File: config.mk
export PLATFORM = sky130hd
export DESIGN_NAME = sci_device_flat
export DESIGN_NICKNAME = d
export VERILOG_FILES = /design/src/sci_pkg.sv /design/src/sci_if.sv /design/src/sci_device.sv /design/src/flat_wrapper.sv
export SDC_FILE = /design/constraint.sdc
export NUM_CORES = 1
export LEC_CHECK = 0
export BUFFER_PORTS_ARGS = -buffer_cell sky130_fd_sc_hd__clkbuf_2
export CAP_MARGIN = 30
export CELL_PAD_IN_SITES_DETAIL_PLACEMENT = 0
export CELL_PAD_IN_SITES_GLOBAL_PLACEMENT = 1
export CORE_UTILIZATION = 45
export CTS_CLUSTER_SIZE = 24
export DETAILED_ROUTE_END_ITERATION = 10
export PLACE_DENSITY_LB_ADDON = 0.1
export SLEW_MARGIN = 15
export SYNTH_ARGS = -nofsm -noshare
export SYNTH_HDL_FRONTEND = slang
export SYNTH_SLANG_ARGS = --single-unit
File: constraint.sdc
create_clock -name mclk_in -period 2.39 [get_ports mclk_in]
set_input_delay 0.239 -clock mclk_in [delete_from_list [all_inputs] [get_ports mclk_in]]
set_output_delay 0.239 -clock mclk_in [all_outputs]
set_load 0.02 [all_outputs]
File: src/sci_pkg.sv
// shared constants for the serial control port and its strapping
package sci_pkg;
   localparam int          byte_bits     = 8;
   localparam logic [7:0]  hdr_mask_half = 8'hfb;  // header with half-select bit cleared
   localparam int          half_bit      = 2;
   localparam int          dir_bit       = 7;      // address byte: 1 read, 0 write
   localparam logic [7:0]  hdr_adad      = 8'h40;
   localparam logic [7:0]  hdr_adad_il   = 8'h48;
   localparam logic [7:0]  hdr_const     = 8'h43;
   localparam logic [7:0]  hdr_rdwr      = 8'h41;
   localparam logic [7:0]  hdr_rdwr_il   = 8'h49;
   localparam logic [4:0]  const_ptr_max = 5'h1f;
   localparam int          sck_half_div  = 4;      // host shift clock half period in mclk
   localparam logic [2:0]  bit_last      = 3'h7;

   typedef enum logic [1:0] {
      port_parallel = 2'b00,
      port_serial   = 2'b01,
      port_mgmt     = 2'b10,
      port_none     = 2'b11
   } port_sel_t;

   typedef enum logic [2:0] {
      seq_header   = 3'b000,
      seq_adad     = 3'b001,
      seq_adad_il  = 3'b010,
      seq_const    = 3'b011,
      seq_rdwr     = 3'b100,
      seq_rdwr_il  = 3'b101,
      seq_bad      = 3'b110
   } seq_t;

   // header to sequence type, half-select bit ignored
   function automatic seq_t decode_header(input logic [7:0] h);
      logic [7:0] b;
      b = h & hdr_mask_half;
      case (b)
         hdr_adad:    decode_header = seq_adad;
         hdr_adad_il: decode_header = seq_adad_il;
         hdr_const:   decode_header = seq_const;
         hdr_rdwr:    decode_header = seq_rdwr;
         hdr_rdwr_il: decode_header = seq_rdwr_il;
         default:     decode_header = seq_bad;
      endcase
   endfunction
endpackage

File: src/sci_if.sv
// serial control link between host master and device port
`timescale 1ns/1ps
interface sci_if;
   logic sck;         // shift clock from master
   logic cs_n;        // chip select, active low
   logic serial_data_in;   // master to device
   logic serial_data_out;  // device output value
   logic sdo_oe_n;         // device output enable, low drives
   modport device (input sck, cs_n, serial_data_in, output serial_data_out, sdo_oe_n);
   modport host   (output sck, cs_n, serial_data_in, input serial_data_out, sdo_oe_n);
endinterface

File: src/sci_device.sv
// device end: strap capture, serial control port sequencer, interrupt pin
// Contract
// straps sampled during reset, then frozen
// strap levels decode to parallel, serial, management
// unused selection pins tied by board
// interrupt low active, configurable high active
// chip select fall starts new sequence
// capture on rising, shift on falling
// chip select rise ends the sequence
// bytes of eight bits, msb first
// first byte is header, selects sequence
// headers 40, 48, 43 decoded
// headers 41, 49 decoded
// header bit 2 selects upper half
// non-interleaved never drives during input bytes
// interleaved drives data during next address
// management mode disables serial register access
// constant address uses auto-incrementing pointer
// write address ends read phase
// read data in slot after address
// output released when idle; partial byte dropped
// address msb gives read or write
`timescale 1ns/1ps
module sci_device
   import sci_pkg::*;
(
   input  wire logic       mclk_in,       // 40 MHz system clock
   input  wire logic       nrst_in,       // async reset, active low
   sci_if.device           link,          // serial control link
   input  wire logic       strap_wr_in,   // write strobe pin level
   input  wire logic       strap_rd_in,   // read strobe pin level
   input  wire logic       strap_cs_in,   // chip select pin level
   input  wire logic       strap_ale_in,  // address latch pin level
   input  wire logic       irq_pend_in,   // internal interrupt pending
   input  wire logic       irq_high_in,   // interrupt polarity high when set
   input  wire logic [7:0] rd_data_in,    // register read data
   output logic [1:0]      port_sel_out,  // chosen host interface
   output logic            irq_out,       // interrupt pin level
   output logic            wr_out,        // register write pulse
   output logic            rd_out,        // register read pulse
   output logic [7:0]      addr_out,      // register address
   output logic [7:0]      wr_data_out,   // register write data
   output logic            sdo_out_reg,   // serial output value mirror
   output logic            sdo_oe_n_out   // serial output enable mirror
);
   logic [1:0] sck_s_reg, cs_s_reg, sdi_s_reg;
   logic       sck_d_reg, cs_d_reg;
   port_sel_t  port_reg;
   logic       strap_done_reg;
   seq_t       seq_reg;
   logic       upper_reg, rd_phase_reg, have_addr_reg, addr_rd_reg, first_data_reg;
   logic [2:0] bit_reg;
   logic [7:0] shift_reg, out_reg;
   logic [4:0] ptr_reg;
   logic       oe_n_reg, pend_out_reg, sdo_reg;
   logic [3:0] strap_a_reg, strap_b_reg;
   logic       wr_reg, rd_reg;
   logic [7:0] addr_reg, wdat_reg;

   wire sck_rise  = sck_s_reg[1] & ~sck_d_reg;
   wire sck_fall  = ~sck_s_reg[1] & sck_d_reg;
   wire cs_fall   = ~cs_s_reg[1] & cs_d_reg;
   wire cs_low    = ~cs_s_reg[1];
   wire active    = cs_low & (port_reg == port_serial);
   wire [7:0] rx  = {shift_reg[6:0], sdi_s_reg[1]};
   wire byte_done = active & sck_rise & (bit_reg == bit_last);
   wire is_rd     = rx[dir_bit];
   wire [7:0] full_addr = {upper_reg, rx[6:0]};
   wire seq_il    = (seq_reg == seq_adad_il) | (seq_reg == seq_rdwr_il);
   wire st_wr     = strap_b_reg[3];
   wire st_rd     = strap_b_reg[2];
   wire st_cs     = strap_b_reg[1];
   wire st_ale    = strap_b_reg[0];
   // strap decode
   wire port_sel_t strap_dec = (st_wr & st_rd & st_cs) ? port_parallel :
                               (~st_wr & ~st_rd & st_cs & ~st_ale)
                               ? port_serial : (~st_cs & ~st_ale) ? port_mgmt
                               : port_none;

   always_ff @(posedge mclk_in or negedge nrst_in) begin
      if (!nrst_in) begin
         sck_s_reg <= 2'h0; cs_s_reg <= 2'h3; sdi_s_reg <= 2'h0;
         sck_d_reg <= 1'b0; cs_d_reg <= 1'b1;
      end else begin
         sck_s_reg <= {sck_s_reg[0], link.sck};
         cs_s_reg  <= {cs_s_reg[0], link.cs_n};
         sdi_s_reg <= {sdi_s_reg[0], link.serial_data_in};
         sck_d_reg <= sck_s_reg[1];
         cs_d_reg  <= cs_s_reg[1];
      end
   end

   // straps are pins: two flops without reset, so they keep sampling in reset
   always_ff @(posedge mclk_in) begin
      strap_a_reg <= {strap_wr_in, strap_rd_in, strap_cs_in, strap_ale_in};
      strap_b_reg <= strap_a_reg;
   end

   // levels seen during reset frozen at release
   always_ff @(posedge mclk_in or negedge nrst_in) begin
      if (!nrst_in) begin
         strap_done_reg <= 1'b0;
         port_reg       <= port_none;
      end else if (!strap_done_reg) begin
         strap_done_reg <= 1'b1;
         port_reg       <= strap_dec;
      end
   end

   // polarity applied to pending request
   always_ff @(posedge mclk_in or negedge nrst_in) begin
      if (!nrst_in) irq_out <= 1'b1;
      else          irq_out <= irq_high_in ? irq_pend_in : ~irq_pend_in;
   end

   // sequencer; only serial strap enables it
   always_ff @(posedge mclk_in or negedge nrst_in) begin
      if (!nrst_in) begin
         seq_reg <= seq_header; bit_reg <= 3'h0; shift_reg <= 8'h00;
         upper_reg <= 1'b0; rd_phase_reg <= 1'b1; have_addr_reg <= 1'b0;
         addr_rd_reg <= 1'b0; first_data_reg <= 1'b0; ptr_reg <= 5'h00;
         out_reg <= 8'h00; pend_out_reg <= 1'b0;
         wr_reg <= 1'b0; rd_reg <= 1'b0; addr_reg <= 8'h00; wdat_reg <= 8'h00;
      end else begin
         wr_reg <= 1'b0;
         rd_reg <= 1'b0;
         // frame edges reset state; partial byte dropped
         if (!active || cs_fall) begin
            seq_reg <= seq_header; bit_reg <= 3'h0; have_addr_reg <= 1'b0;
            rd_phase_reg <= 1'b1; pend_out_reg <= 1'b0;
         end else if (sck_rise) begin
            // capture msb first
            shift_reg <= rx;
            bit_reg   <= bit_reg + 3'h1;
            pend_out_reg <= 1'b0;
            if (byte_done) begin
               if (seq_reg == seq_header) begin
                  // header selects sequence and half
                  seq_reg   <= decode_header(rx);
                  upper_reg <= rx[half_bit];
               end else if (seq_reg == seq_const) begin
                  // pointer steps after each data byte
                  if (!have_addr_reg) begin
                     have_addr_reg <= 1'b1; addr_rd_reg <= is_rd;
                     ptr_reg <= 5'h00; first_data_reg <= 1'b1;
                     addr_reg <= full_addr; rd_reg <= is_rd;
                     out_reg <= rd_data_in; pend_out_reg <= is_rd;
                  end else begin
                     ptr_reg <= (ptr_reg == const_ptr_max) ? 5'h00 : ptr_reg + 5'h01;
                     // current entry first, pointer steps afterwards
                     addr_reg <= {addr_reg[7:5], ptr_reg};
                     if (addr_rd_reg) begin
                        rd_reg <= 1'b1; out_reg <= rd_data_in; pend_out_reg <= 1'b1;
                     end else begin
                        wr_reg <= 1'b1; wdat_reg <= rx;
                     end
                  end
               end else if (seq_reg != seq_bad) begin
                  // in read-write sequences a write address closes read phase for good
                  if (!rd_phase_reg || have_addr_reg && !addr_rd_reg && !seq_il) begin
                     if (have_addr_reg && !addr_rd_reg || !rd_phase_reg && have_addr_reg) begin
                        wr_reg <= 1'b1; wdat_reg <= rx;
                        have_addr_reg <= (seq_reg == seq_rdwr) | (seq_reg == seq_rdwr_il);
                     end else begin
                        have_addr_reg <= 1'b1; addr_rd_reg <= is_rd; addr_reg <= full_addr;
                     end
                  end else if (have_addr_reg && addr_rd_reg && !seq_il) begin
                     // read slot of non-interleaved mode just ended
                     have_addr_reg <= 1'b0;
                  end else begin
                     // direction from address msb
                     addr_reg <= full_addr;
                     addr_rd_reg <= is_rd;
                     have_addr_reg <= 1'b1;
                     if (is_rd) begin
                        // data in next slot
                        rd_reg <= 1'b1; out_reg <= rd_data_in; pend_out_reg <= 1'b1;
                        have_addr_reg <= ~seq_il;
                     end else if ((seq_reg == seq_rdwr) | (seq_reg == seq_rdwr_il)) begin
                        rd_phase_reg <= 1'b0;
                     end
                  end
               end
            end
         end
      end
   end

   // drive only in scheduled slot, change on falling edge
   always_ff @(posedge mclk_in or negedge nrst_in) begin
      if (!nrst_in) begin
         oe_n_reg <= 1'b1; sdo_reg <= 1'b0;
      end else if (!active) begin
         oe_n_reg <= 1'b1;
      end else if (sck_fall) begin
         if (bit_reg == 3'h0) begin
            oe_n_reg  <= ~pend_out_reg;
            sdo_reg   <= out_reg[byte_bits-1];
         end else begin
            sdo_reg   <= out_reg[byte_bits-1-bit_reg];
         end
      end
   end

   assign link.serial_data_out = sdo_reg;
   assign link.sdo_oe_n        = oe_n_reg;
   assign port_sel_out = port_reg;
   assign wr_out       = wr_reg;
   assign rd_out       = rd_reg;
   assign addr_out     = addr_reg;
   assign wr_data_out  = wdat_reg;
   assign sdo_out_reg  = sdo_reg;
   assign sdo_oe_n_out = oe_n_reg;
endmodule // sci_device

File: src/flat_wrapper.sv
// flat-port wrapper written by rule: the top's interface ports become plain ports
module sci_device_flat import sci_pkg::*;
  (mclk_in, nrst_in, strap_wr_in, strap_rd_in, strap_cs_in, strap_ale_in, irq_pend_in, irq_high_in, rd_data_in, port_sel_out, irq_out, wr_out, rd_out, addr_out, wr_data_out, sdo_out_reg, sdo_oe_n_out, link_sck, link_cs_n, link_serial_data_in, link_serial_data_out, link_sdo_oe_n);
  sci_if link_i ();
  input  wire logic mclk_in;
  input  wire logic nrst_in;
  input  wire logic strap_wr_in;
  input  wire logic strap_rd_in;
  input  wire logic strap_cs_in;
  input  wire logic strap_ale_in;
  input  wire logic irq_pend_in;
  input  wire logic irq_high_in;
  input  wire logic [7:0] rd_data_in;
  output logic [1:0] port_sel_out;
  output logic irq_out;
  output logic wr_out;
  output logic rd_out;
  output logic [7:0] addr_out;
  output logic [7:0] wr_data_out;
  output logic sdo_out_reg;
  output logic sdo_oe_n_out;
  input wire logic [$bits(link_i.sck)-1:0] link_sck;
  input wire logic [$bits(link_i.cs_n)-1:0] link_cs_n;
  input wire logic [$bits(link_i.serial_data_in)-1:0] link_serial_data_in;
  output wire logic [$bits(link_i.serial_data_out)-1:0] link_serial_data_out;
  output wire logic [$bits(link_i.sdo_oe_n)-1:0] link_sdo_oe_n;
  assign link_i.sck = link_sck;
  assign link_i.cs_n = link_cs_n;
  assign link_i.serial_data_in = link_serial_data_in;
  assign link_serial_data_out = link_i.serial_data_out;
  assign link_sdo_oe_n = link_i.sdo_oe_n;
  sci_device u_core (.mclk_in(mclk_in), .nrst_in(nrst_in), .link(link_i), .strap_wr_in(strap_wr_in), .strap_rd_in(strap_rd_in), .strap_cs_in(strap_cs_in), .strap_ale_in(strap_ale_in), .irq_pend_in(irq_pend_in), .irq_high_in(irq_high_in), .rd_data_in(rd_data_in), .port_sel_out(port_sel_out), .irq_out(irq_out), .wr_out(wr_out), .rd_out(rd_out), .addr_out(addr_out), .wr_data_out(wr_data_out), .sdo_out_reg(sdo_out_reg), .sdo_oe_n_out(sdo_oe_n_out));
endmodule
=== Word-level counts from Yosys, hierarchy flattened ===
Cells that the tools add are included.

* Flip-flop bits (word level): 71
* Bits in latches: 0
* RAM bits: 0
* Memory bits (read-only): 0
* Bits of input ports: 19
* Output and inout bits: 25
* Word-level logic and storage cells: 208
* Memories: 0

* Add/sub/neg operators: 3
* $mul: 0
* Divide/modulo/power cells: 0
* Order comparisons: 1
* Eq/ne operators: 28
* Shift operators: 0
* Multiplexer cells: 87
* Bitwise operators: 26
* Reduce and logical (&&, ||, !) cells: 36

{| class="wikitable"
|+ Operator list
! kind !! number
|-
| $mux 8 || 19
|-
| $mux 1 || 56
|-
| $eq 7x6->1 const B || 5
|-
| $lt 32x4->1 const B || 1
|-
| $reduce_and 9->1 || 3
|-
| $mux 3 || 6
|-
| $reduce_bool 2->1 || 9
|-
| $ne 2x1->1 const B || 8
|-
| $pmux 3 s5 || 1
|-
| $and 1x1->1 || 12
|-
| $not 1->1 || 12
|-
| $mux 5 || 2
|-
| $eq 3x3->1 const B || 3
|-
| $ne 2x2->1 const B || 4
|-
| $reduce_and 4->1 || 2
|-
| $reduce_and 8->1 || 1
|-
| $reduce_and 7->1 || 1
|-
| $eq 3x2->1 const B || 2
|-
| $logic_not 3->1 || 2
|-
| $ne 3x3->1 const B || 2
|-
| $reduce_and 2->1 || 3
|-
| $add 5x1->5 const B || 1
|-
| $eq 5x5->1 const B || 1
|-
| $logic_and 1x1->1 || 5
|-
| other kinds (13) || 20
|}

=== Depth between registers and ports, before layout ===
Gate-level depths: netlist (run 1).

* Depth after elaboration: 12
* Depth in mapped cells: 7

=== Least setup slack after synthesis (run 1) ===
OpenSTA, ideal clock, no wires.

* Kind: register to register
* Start: reg u_core.port_reg[0], in the netlist u_core.port_sel_out[0]
* End: reg u_core.ptr_reg[3]
* Library setup time: 0.092 ns
* Arrival: 2.068 ns
* Data required time: 2.298 ns
* Slack: 0.231 ns
* Cell stages (with the launch flop): 7
* Path buffers: 2
* Period minus slack after synthesis: 2.159 ns
* Cells stage by stage: dfstp_2 or4b_1 buf_2 or3_1 buf_6 or2_4 o31ai_2

* Cells in the longest elaborated chain, start to end: 6
* Elaborated cells on any way between the ends: 8
* Classes of those cells: eq/ne: 1; bitwise: 4; reduce/logical: 3

{| class="wikitable"
|+ Ends and longest elaborated chain
! element !! RTL line !! RTL
|-
| start, declared || sci_device.sv:48 || <nowiki>port_sel_t port_reg;</nowiki>
|-
| start signal, assigned || sci_device.sv:103 || <nowiki>port_reg <= port_none;</nowiki>
|-
| start signal, assigned || sci_device.sv:106 || <nowiki>port_reg <= strap_dec;</nowiki>
|-
| $eq 2x1->1 (*) || sci_device.sv:64 || <nowiki>wire active = cs_low & (port_reg == port_serial);</nowiki>
|-
| $and 1x1->1 (*) || sci_device.sv:64 ||
|-
| branches (longest 3 deep; another with $and 1x1->1) || -- ||
|-
| $reduce_and 5->1 (no source line) (*) || -- ||
|-
| end signal, assigned || sci_device.sv:149 || <nowiki>ptr_reg <= (ptr_reg == const_ptr_max) ? 5'h00 : ptr_reg + 5'h01;</nowiki>
|-
| end, declared || sci_device.sv:54 || <nowiki>logic [4:0] ptr_reg;</nowiki>
|}

Mark *: on every way between the ends.
A chain may end at the register's enable or synchronous reset.

=== Final worst setup path (run 1) ===
* Start: reg u_core.bit_reg[0]
* End: reg u_core.out_reg[4]

* Cells in the longest elaborated chain, start to end: 3

{| class="wikitable"
|+ Ends and longest elaborated chain
! element !! RTL line !! RTL
|-
| start, declared || sci_device.sv:52 || <nowiki>logic [2:0] bit_reg;</nowiki>
|-
| start signal, assigned || sci_device.sv:134 || <nowiki>bit_reg <= bit_reg + 3'h1;</nowiki>
|-
| $eq 3x3->1 || sci_device.sv:66 || <nowiki>wire byte_done = active & sck_rise & (bit_reg == bit_last);</nowiki>
|-
| $and 1x1->1 || sci_device.sv:66 ||
|-
| $reduce_and 9->1 (no source line) || -- ||
|-
| end signal, assigned || sci_device.sv:147 || <nowiki>out_reg <= rd_data_in; pend_out_reg <= is_rd;</nowiki>
|-
| end, declared || sci_device.sv:53 || <nowiki>logic [7:0] shift_reg, out_reg;</nowiki>
|}

No other way between the ends.

==> results.cfg, run 1 <==
[logic_synthesis]
synth_ff_type = dfrtp_1
ys_seq_area_share_pct = 55.0
yosysUniqueCellTypes = 55
synthCells = 260
synth-async-reset-ratio_pct = 88.7
synth_seq_cells = 71
ys_warn_count = 0
syn-cell-area_sq_um = 3180
synth_edf_count = 0
syn_nets = 284
synth_area_per_cell_sq_um = 12.2

[critical_path]
critical_path.top_delay_family = simple AND/OR/NAND/NOR gates
slowest_stage = dfrtp_1
cp_data_required_time_ns = 2.63
cp_common_cell = ha_1
cp_cell_sequence = ha_1 -> ha_1 -> and3b_1 -> o311a_1 -> and4_1 -> mux2_2
start_kind = flop
crit_fanout = 8
crit_path_end_kind = flop
critPathKind = flop to flop
arrival_ns = 2.41
cp_slowest_stage_delay_ns = 0.47
critical_path_buf_inv_count = 0

[placement]
dp_cells = 398
port_buffers = 43
gp_congestion = 0.829
hpwl_microns = 4330
placed_area_sq_um = 3560
place_ws_ns = 0.249

[timing]
setup-tns-final_ns = 0
setup_viol = 0
finalWorstSetupSlack_ns = 0.217
rsz0062_at_grt = no
timing_worst_slew_pin_value_ns = 0.662
final.period_utilization_pct = 90.9
slew_headroom_pct = 55.9
finalHoldViolations = 0
period_needed_ns = 2.17
fmax_ghz = 0.460
holdWs_ns = 0.0338
clock_skew_ns = 0.00855
slew_viol_final = 0

[clock_network]
cts_buffers = 9
cts_tree = yes
cts_sinks = 71
clkTransAtPathRegs_ns = 0.08
root_buffer = clkbuf_8
postCtsSetupRepairBufs = 0
cts_resized = 0
htreeDepth = 3
cts.path.max_buffers = 2
hold_buffers = 8
clock_latency_ns = 0.35

[outcome]
status = completed

[routing]
drc = 0
ant_nets = 0
drt_iter0_markers = 85
finalWirelength_microns = 6190
first_pass_iters = 5
wl_per_cell_microns = 14.7
viasPerCell = 5.17
vias = 2180

[die]
initial_core_util_pct = 46.8
die_w_microns = 86.0
dieArea_sq_um = 7400
ioPinCount = 44
rows = 30
core_area_sq_um = 6790
die_height_microns = 86.0

[global_route]
grt_max_degree = 28
grt_overflow = 0
grt_pass1_vias = 2097
grtUsageMet1_pct = 26.1
grt-busiest-layer = met2
grt_usage_pct = 18.5
antenna_found_initial = 0
use_met3_pct = 3.56
grt_use_met2_pct = 27.1
grt_pass1_wl_microns = 10300

[finish]
n_antenna_cell = 0
nets = 345
final_cell_area_sq_um = 3850
drive_gt1_share_pct = 38.7
mostFrequentLayoutCell = dfrtp_1
syn_to_final_growth_pct = 21.1
utilization_pct = 56.6
final_cells = 422
final_cell_mix = dfrtp_1 (55), clkbuf_2 (43), mux2_2 (38), buf_4 (15), o21ai_0 (14)

[flow_run]
maxCapViolCount = 0

[pwr]
powerDensity_nw_per_um2 = 606
p_leak_nw = 1.82
fin_total_pwr_mw = 2.33
irDropWorstVdd_v = 0.000357

[hold_path]
hold_path.class = input pin to flop
cell families (layout without fill, tap and decap cells):
| kind of cell | after synthesis | count (layout) | share of synthesized area [%] |
|---|---|---|---|
| compound gates | 43 | 43 | 8.90 |
| xor+xnor | 3 | 3 | 0.827 |
| fa+ha+maj | 5 | 5 | 1.97 |
| buf+inv | 23 | 89 | 3.31 |
| flops | 71 | 71 | 55.0 |
| mux | 44 | 44 | 16.1 |
| other cells | 1 | 1 | 0.118 |
| simple gates | 70 | 70 | 13.7 |
cell usage after synthesis, drive strengths merged (3+ instances only):
cell type | n | area share, %
mux2i | 4 | 1.3
o21ai | 17 | 2.7
dfstp | 8 | 6.6
dfrtp | 55 | 43
o21a | 4 | 0.95
ha | 5 | 2.0
dfxtp | 8 | 5.0
buf | 6 | 1.3
nor3 | 4 | 0.63
nand2 | 12 | 1.4
nand3b | 8 | 1.9
nor3b | 4 | 0.95
nor2 | 9 | 1.1
nor4b | 3 | 1.0
nand2b | 5 | 0.98
inv | 6 | 0.71
clkbuf | 11 | 1.3
a21oi | 6 | 0.95
mux2 | 38 | 13
nor2b | 7 | 1.4
per-layer routing:
layer	routed length [microns]	up-vias
met2	2680	68
met4	163	0
met1	3090	1031
li1	-	1063
met5	0	-
met3	264	18
worst paths after layout:
check | end | cells after the start | startpoint | slack (ns)
max | u_core.out_reg[4] | 6 | u_core.bit_reg[0] | 0.22
max in group asynchronous | u_core.port_sel_out[0] | 3 | nrst_in | 1.16
min | u_core.irq_out | 2 | irq_pend_in | 0.03
max reg2reg | u_core.out_reg[4] | 6 | u_core.bit_reg[0] | 0.22
min in group asynchronous | u_core.ptr_reg[2] | 2 | nrst_in | 0.45
min reg2reg | u_core.strap_b_reg[1] | 0 | u_core.strap_a_reg[1] | 0.33
power by group:
part           leakage (nW)  internal (mW)  switching [mW]
clock                 0.106          0.496           0.494
sequential            0.906           1.23          0.0205
combinational         0.812         0.0449          0.0476
total                  1.82           1.77           0.562
layout make-up:
| cell class | instances | area [sq um] |
|---|---|---|
| Sequential cell | 71 | 1750 |
| Multi-Input combinational cell | 166 | 1330 |
| Timing Repair Buffer | 67 | 428 |
| Inverter | 6 | 22.5 |
| Clock buffer | 9 | 124 |
| Tap cell | 96 | 120 |
| Fill cell | 592 | 2950 |
| Clock inverter | 7 | 81.3 |
Note: power is estimated with default switching activity, not from simulation.
==> run 2, diff against run 1 <==
--- a/config.mk
+++ b/config.mk
@@ -12,6 +12,7 @@
 export CORE_UTILIZATION = 45
 export CTS_CLUSTER_SIZE = 24
 export DETAILED_ROUTE_END_ITERATION = 10
+export HOLD_SLACK_MARGIN = 0.08
 export PLACE_DENSITY_LB_ADDON = 0.1
 export SLEW_MARGIN = 15
 export SYNTH_ARGS = -nofsm -noshare
==> run 2 against run 1 <==
Compared with the run above: die area is the same; sequential power about the same; largest power group unchanged; sequential share of layout area decreased by 0.24 points.
==> results.cfg, run 2 (synthesized netlist as in run 1, its figures left out) <==
[die]
initial_core_util_pct = 46.8
die_w_microns = 86.0
dieArea_sq_um = 7400
rows = 30
ioPinCount = 44
core_area_sq_um = 6790
die_height_microns = 86.0

[finish]
final_cell_mix = dfrtp_1 (55), clkbuf_2 (43), mux2_2 (38), buf_4 (15), o21ai_0 (14)
drive_gt1_share_pct = 38.4
nets = 347
mostFrequentLayoutCell = dfrtp_1
fillers = 590
syn_to_final_growth_pct = 21.7
utilization_pct = 56.9
n_antenna_cell = 0

[critical_path]
critPathKind = flop to flop
r2r-start = u_core.bit_reg[0]
reg2reg_slack_ns = 0.22
cp_data_required_time_ns = 2.63
crit_path_end_kind = flop
start_kind = flop
crit_fanout = 8
regToRegEndpoint = u_core.out_reg[4]
arrival_ns = 2.41
rr_worst_depth = 6

[clock_network]
cts.path.max_buffers = 2
hold_buffers = 10
cts_resized = 0
clock_latency_ns = 0.35
cts_sinks = 71
clkTransAtPathRegs_ns = 0.08
postCtsSetupRepairBufs = 0
cts_buffers = 9
root_buffer = clkbuf_8
cts_tree = yes
htreeDepth = 3

[routing]
wl_per_cell_microns = 14.7
finalWirelength_microns = 6250
vias = 2186
drt_iter0_markers = 109
first_pass_iters = 4
drc = 0
wl_met2_microns = 2700
dr.max_layer_used = met4
wl_met3_microns = 255
wl_met1_microns = 3140
ant_nets = 0
viasPerCell = 5.16

[global_route]
grt_overflow = 0
grt_pass1_vias = 2111
grt_pass1_wl_microns = 10400
antenna_found_initial = 0
grt_max_degree = 28
grt_usage_pct = 18.6

[hold_path]
hold_path.class = input pin to flop
min_delay_worst_endpoint = u_core.out_reg[0]
min_from = rd_data_in[0]
hold_depth = 2

[timing]
slew_viol_final = 0
fmax_ghz = 0.460
clock_skew_ns = 0.00847
finalHoldViolations = 0
period_needed_ns = 2.17
setup-tns-final_ns = 0
setup_viol = 0
slew_headroom_pct = 55.9
rsz0062_at_grt = no
timing_worst_slew_pin_value_ns = 0.662
final.period_utilization_pct = 90.9

[placement]
port_buffers = 43
hpwl_microns = 4330
gp_congestion = 0.829

[pwr]
powerDensity_nw_per_um2 = 603
p_leak_nw = 1.83
irDropWorstVdd_v = 0.000357

[outcome]
status = completed

[flow_run]
maxCapViolCount = 0
-- run 2: changes by cell type in the layout (fill, tap and decap cells not counted), sizes merged --
| cell | change |
|---|---|
| dlygate4sd3 | +2 |
-- run 2: layout make-up --
type	count	area (sq um)	share of cell area [%]
repair buffers	69	448	11.6
clock buffers	9	124	3.20
well taps	96	120	3.11
clock inverters	7	81.3	2.10
multi-input cells	166	1330	34.3
inverters	6	22.5	0.582
flip-flops and latches	71	1750	45.2
-- run 2: worst max-delay path: stages, from the launching register on --
cell and delay [ns]:
dfrtp_1 0.47, ha_1 0.19, ha_1 0.15, and3b_1 0.22, o311a_1 0.23, and4_1 0.42, mux2_2 0.38
-- run 2: routing by layer --
metal,track usage (%),up-vias
li1,-,1065
met1,26.2,1031
met2,27.3,76
met3,3.56,14
met4,10.0,0
met5,0,-
-- run 2: worst max-delay path by stage --
stage	slack, ns	start	endpoint
2_1_floorplan	0.23	u_core.port_sel_out[0]	u_core.ptr_reg[3]
3_3_place_gp	0.30	u_core.bit_reg[0]	u_core.addr_out[5]
3_5_place_dp	0.25	u_core.bit_reg[0]	u_core.out_reg[4]
4_1_cts	0.21	u_core.bit_reg[0]	u_core.out_reg[4]
5_1_grt	0.08	u_core.bit_reg[0]	u_core.out_reg[5]
6_report	0.22	u_core.bit_reg[0]	u_core.out_reg[4]
-- run 2: through the flow --
stage	std cells	total power [mW]	worst slack, ns	hold WS, ns	area (sq um)
floorplan	260	1.30	0.231	-0.0566	3180
global placement	398	1.36	0.300	0.302	3560
detailed placement	398	1.36	0.249	0.312	3560
CTS	424	2.37	0.211	0.103	3870
global route	424	2.43	0.0785	0.111	3870
finish	424	2.33	0.218	0.117	3870
-- run 2: power by group --
group	switching [mW]	internal (mW)	leakage, nW
Clock	0.494	0.496	0.106
Sequential	0.0205	1.23	0.906
Combinational	0.0482	0.0481	0.820
==> run 3, diff against run 2 <==
--- a/config.mk
+++ b/config.mk
@@ -9,6 +9,7 @@
 export CAP_MARGIN = 30
 export CELL_PAD_IN_SITES_DETAIL_PLACEMENT = 0
 export CELL_PAD_IN_SITES_GLOBAL_PLACEMENT = 1
+export CORE_ASPECT_RATIO = 0.75
 export CORE_UTILIZATION = 45
 export CTS_CLUSTER_SIZE = 24
 export DETAILED_ROUTE_END_ITERATION = 10
==> run 3 against run 2 <==
Compared with the run above: utilization fell by 0.95 points; largest cell class unchanged; largest power group unchanged; design area fell by 1.1%; combinational power fell by 2%; sequential share of layout area rose by 0.52 points.
==> results.cfg, run 3 (synthesized netlist as in run 1, its figures left out) <==
[finish]
nets = 345
utilization_pct = 56.0
mostFrequentLayoutCell = dfrtp_1
drive_gt1_share_pct = 37.7
fillers = 612
final_cell_mix = dfrtp_1 (55), clkbuf_2 (43), mux2_2 (38), o21ai_0 (14), buf_4 (13)
n_antenna_cell = 0
syn_to_final_growth_pct = 20.4
final_cells = 410

[timing]
final.period_utilization_pct = 88.9
setup_viol = 0
slew_viol_final = 0
fmax_ghz = 0.470
finalHoldViolations = 0
clock_skew_ns = 0.00769
setup-tns-final_ns = 0
period_needed_ns = 2.13
slew_headroom_pct = 47.7
rsz0062_at_grt = no
timing_worst_slew_pin_value_ns = 0.785
holdWs_ns = 0.118

[die]
rows = 26
initial_core_util_pct = 46.5
dieArea_sq_um = 7400
core_area_sq_um = 6830
die_w_microns = 99.0
die_height_microns = 74.8
ioPinCount = 44

[critical_path]
critical_path.top_delay_family = simple AND/OR/NAND/NOR gates
start_kind = flop
critical_path_buf_inv_count = 0
cp_common_cell = ha_1
cp_cell_sequence = ha_1 -> ha_1 -> and3b_1 -> o311a_1 -> and4_1 -> mux2_2
cp_data_required_time_ns = 2.63
rr_worst_depth = 6
crit_path_end_kind = flop
critPathKind = flop to flop
cp_num_cells = 6
slowest_stage = and4_1
arrival_ns = 2.36
crit_fanout = 8
cp_slowest_stage_delay_ns = 0.43

[routing]
finalWirelength_microns = 6290
drt_iter0_markers = 74
viasPerCell = 5.43
first_pass_iters = 4
vias = 2226
drc = 0
ant_nets = 0
wl_per_cell_microns = 15.3

[pwr]
p_leak_nw = 1.81
irDropWorstVdd_v = 0.000462
fin_total_pwr_mw = 2.28
powerDensity_nw_per_um2 = 596

[clock_network]
htreeDepth = 3
cts_sinks = 71
cts_tree = yes
clock_latency_ns = 0.35
cts.path.max_buffers = 2
clkTransAtPathRegs_ns = 0.08
root_buffer = clkbuf_8
cts_buffers = 9

[global_route]
grt_overflow = 0
grt_usage_pct = 19.1
grt_max_degree = 64
grt_pass1_vias = 2156
grt_pass1_wl_microns = 10600
antenna_found_initial = 0

[hold_path]
hold_depth = 2
hold_path.class = input pin to flop

[placement]
dp_cells = 384
gp_congestion = 0.883
port_buffers = 43
hpwl_microns = 4180

[flow_run]
maxCapViolCount = 0

[outcome]
status = completed
## run 3: stage by stage
stage	cell area, sq um	setup slack, ns
2_1_floorplan	3180	0.231
3_3_place_gp	3530	0.358
3_5_place_dp	3530	0.297
4_1_cts	3820	0.272
5_1_grt	3820	0.102
6_report	3820	0.265
## run 3: where the power goes
| group | total [mW] | leakage (nW) | switching (mW) | internal [mW] |
|---|---|---|---|---|
| Clock | 0.935 | 0.0955 | 0.488 | 0.448 |
| Combinational | 0.0948 | 0.810 | 0.0476 | 0.0471 |
| Sequential | 1.25 | 0.906 | 0.0203 | 1.23 |
## run 3: metal layers
metal  up-vias  share of wire [%]  track usage, %
met5         -                  0               0
met3         8                6.3            5.94
met2        77                 42            27.8
met4         0                1.4            8.46
met1      1084                 51            26.5
li1       1057                  -               -
## run 3: path summary, 6_finish.rpt
kind	slack, ns	to	start
worst max-delay path	0.26	u_core.out_reg[7]	u_core.bit_reg[1]
worst min-delay path	0.12	u_core.out_reg[5]	rd_data_in[5]
worst max register to register	0.26	u_core.out_reg[7]	u_core.bit_reg[1]
worst min register to register	0.33	u_core.strap_b_reg[3]	u_core.strap_a_reg[3]
max in group asynchronous	1.28	u_core.sck_s_reg[1]	nrst_in
min in group asynchronous	0.58	u_core.link.serial_data_out	nrst_in
## run 3: layout make-up
cell class	count	area, sq um	area share (%)
sequential	71	1750	45.7
multi-input combinational	166	1330	34.7
timing repair buffer	67	433	11.3
clock buffer	11	153	3.99
tap	84	105	2.75
clock inverter	5	38.8	1.01
inverter	6	22.5	0.589
## run 3: worst reg2reg max path, cell delays in order, from the launching register on
cell and delay, ns:
dfrtp_1 0.41, ha_1 0.18, ha_1 0.16, and3b_1 0.21, o311a_1 0.23, and4_1 0.43
mux2_2 0.39
## run 3: what timing repair did
action | 4_1_cts | 5_1_grt
hold buffers | 10 | 0
buffers inserted | 0 | 0
hold endpoints to repair | 14 | 0
gates resized for setup | 0 | 0
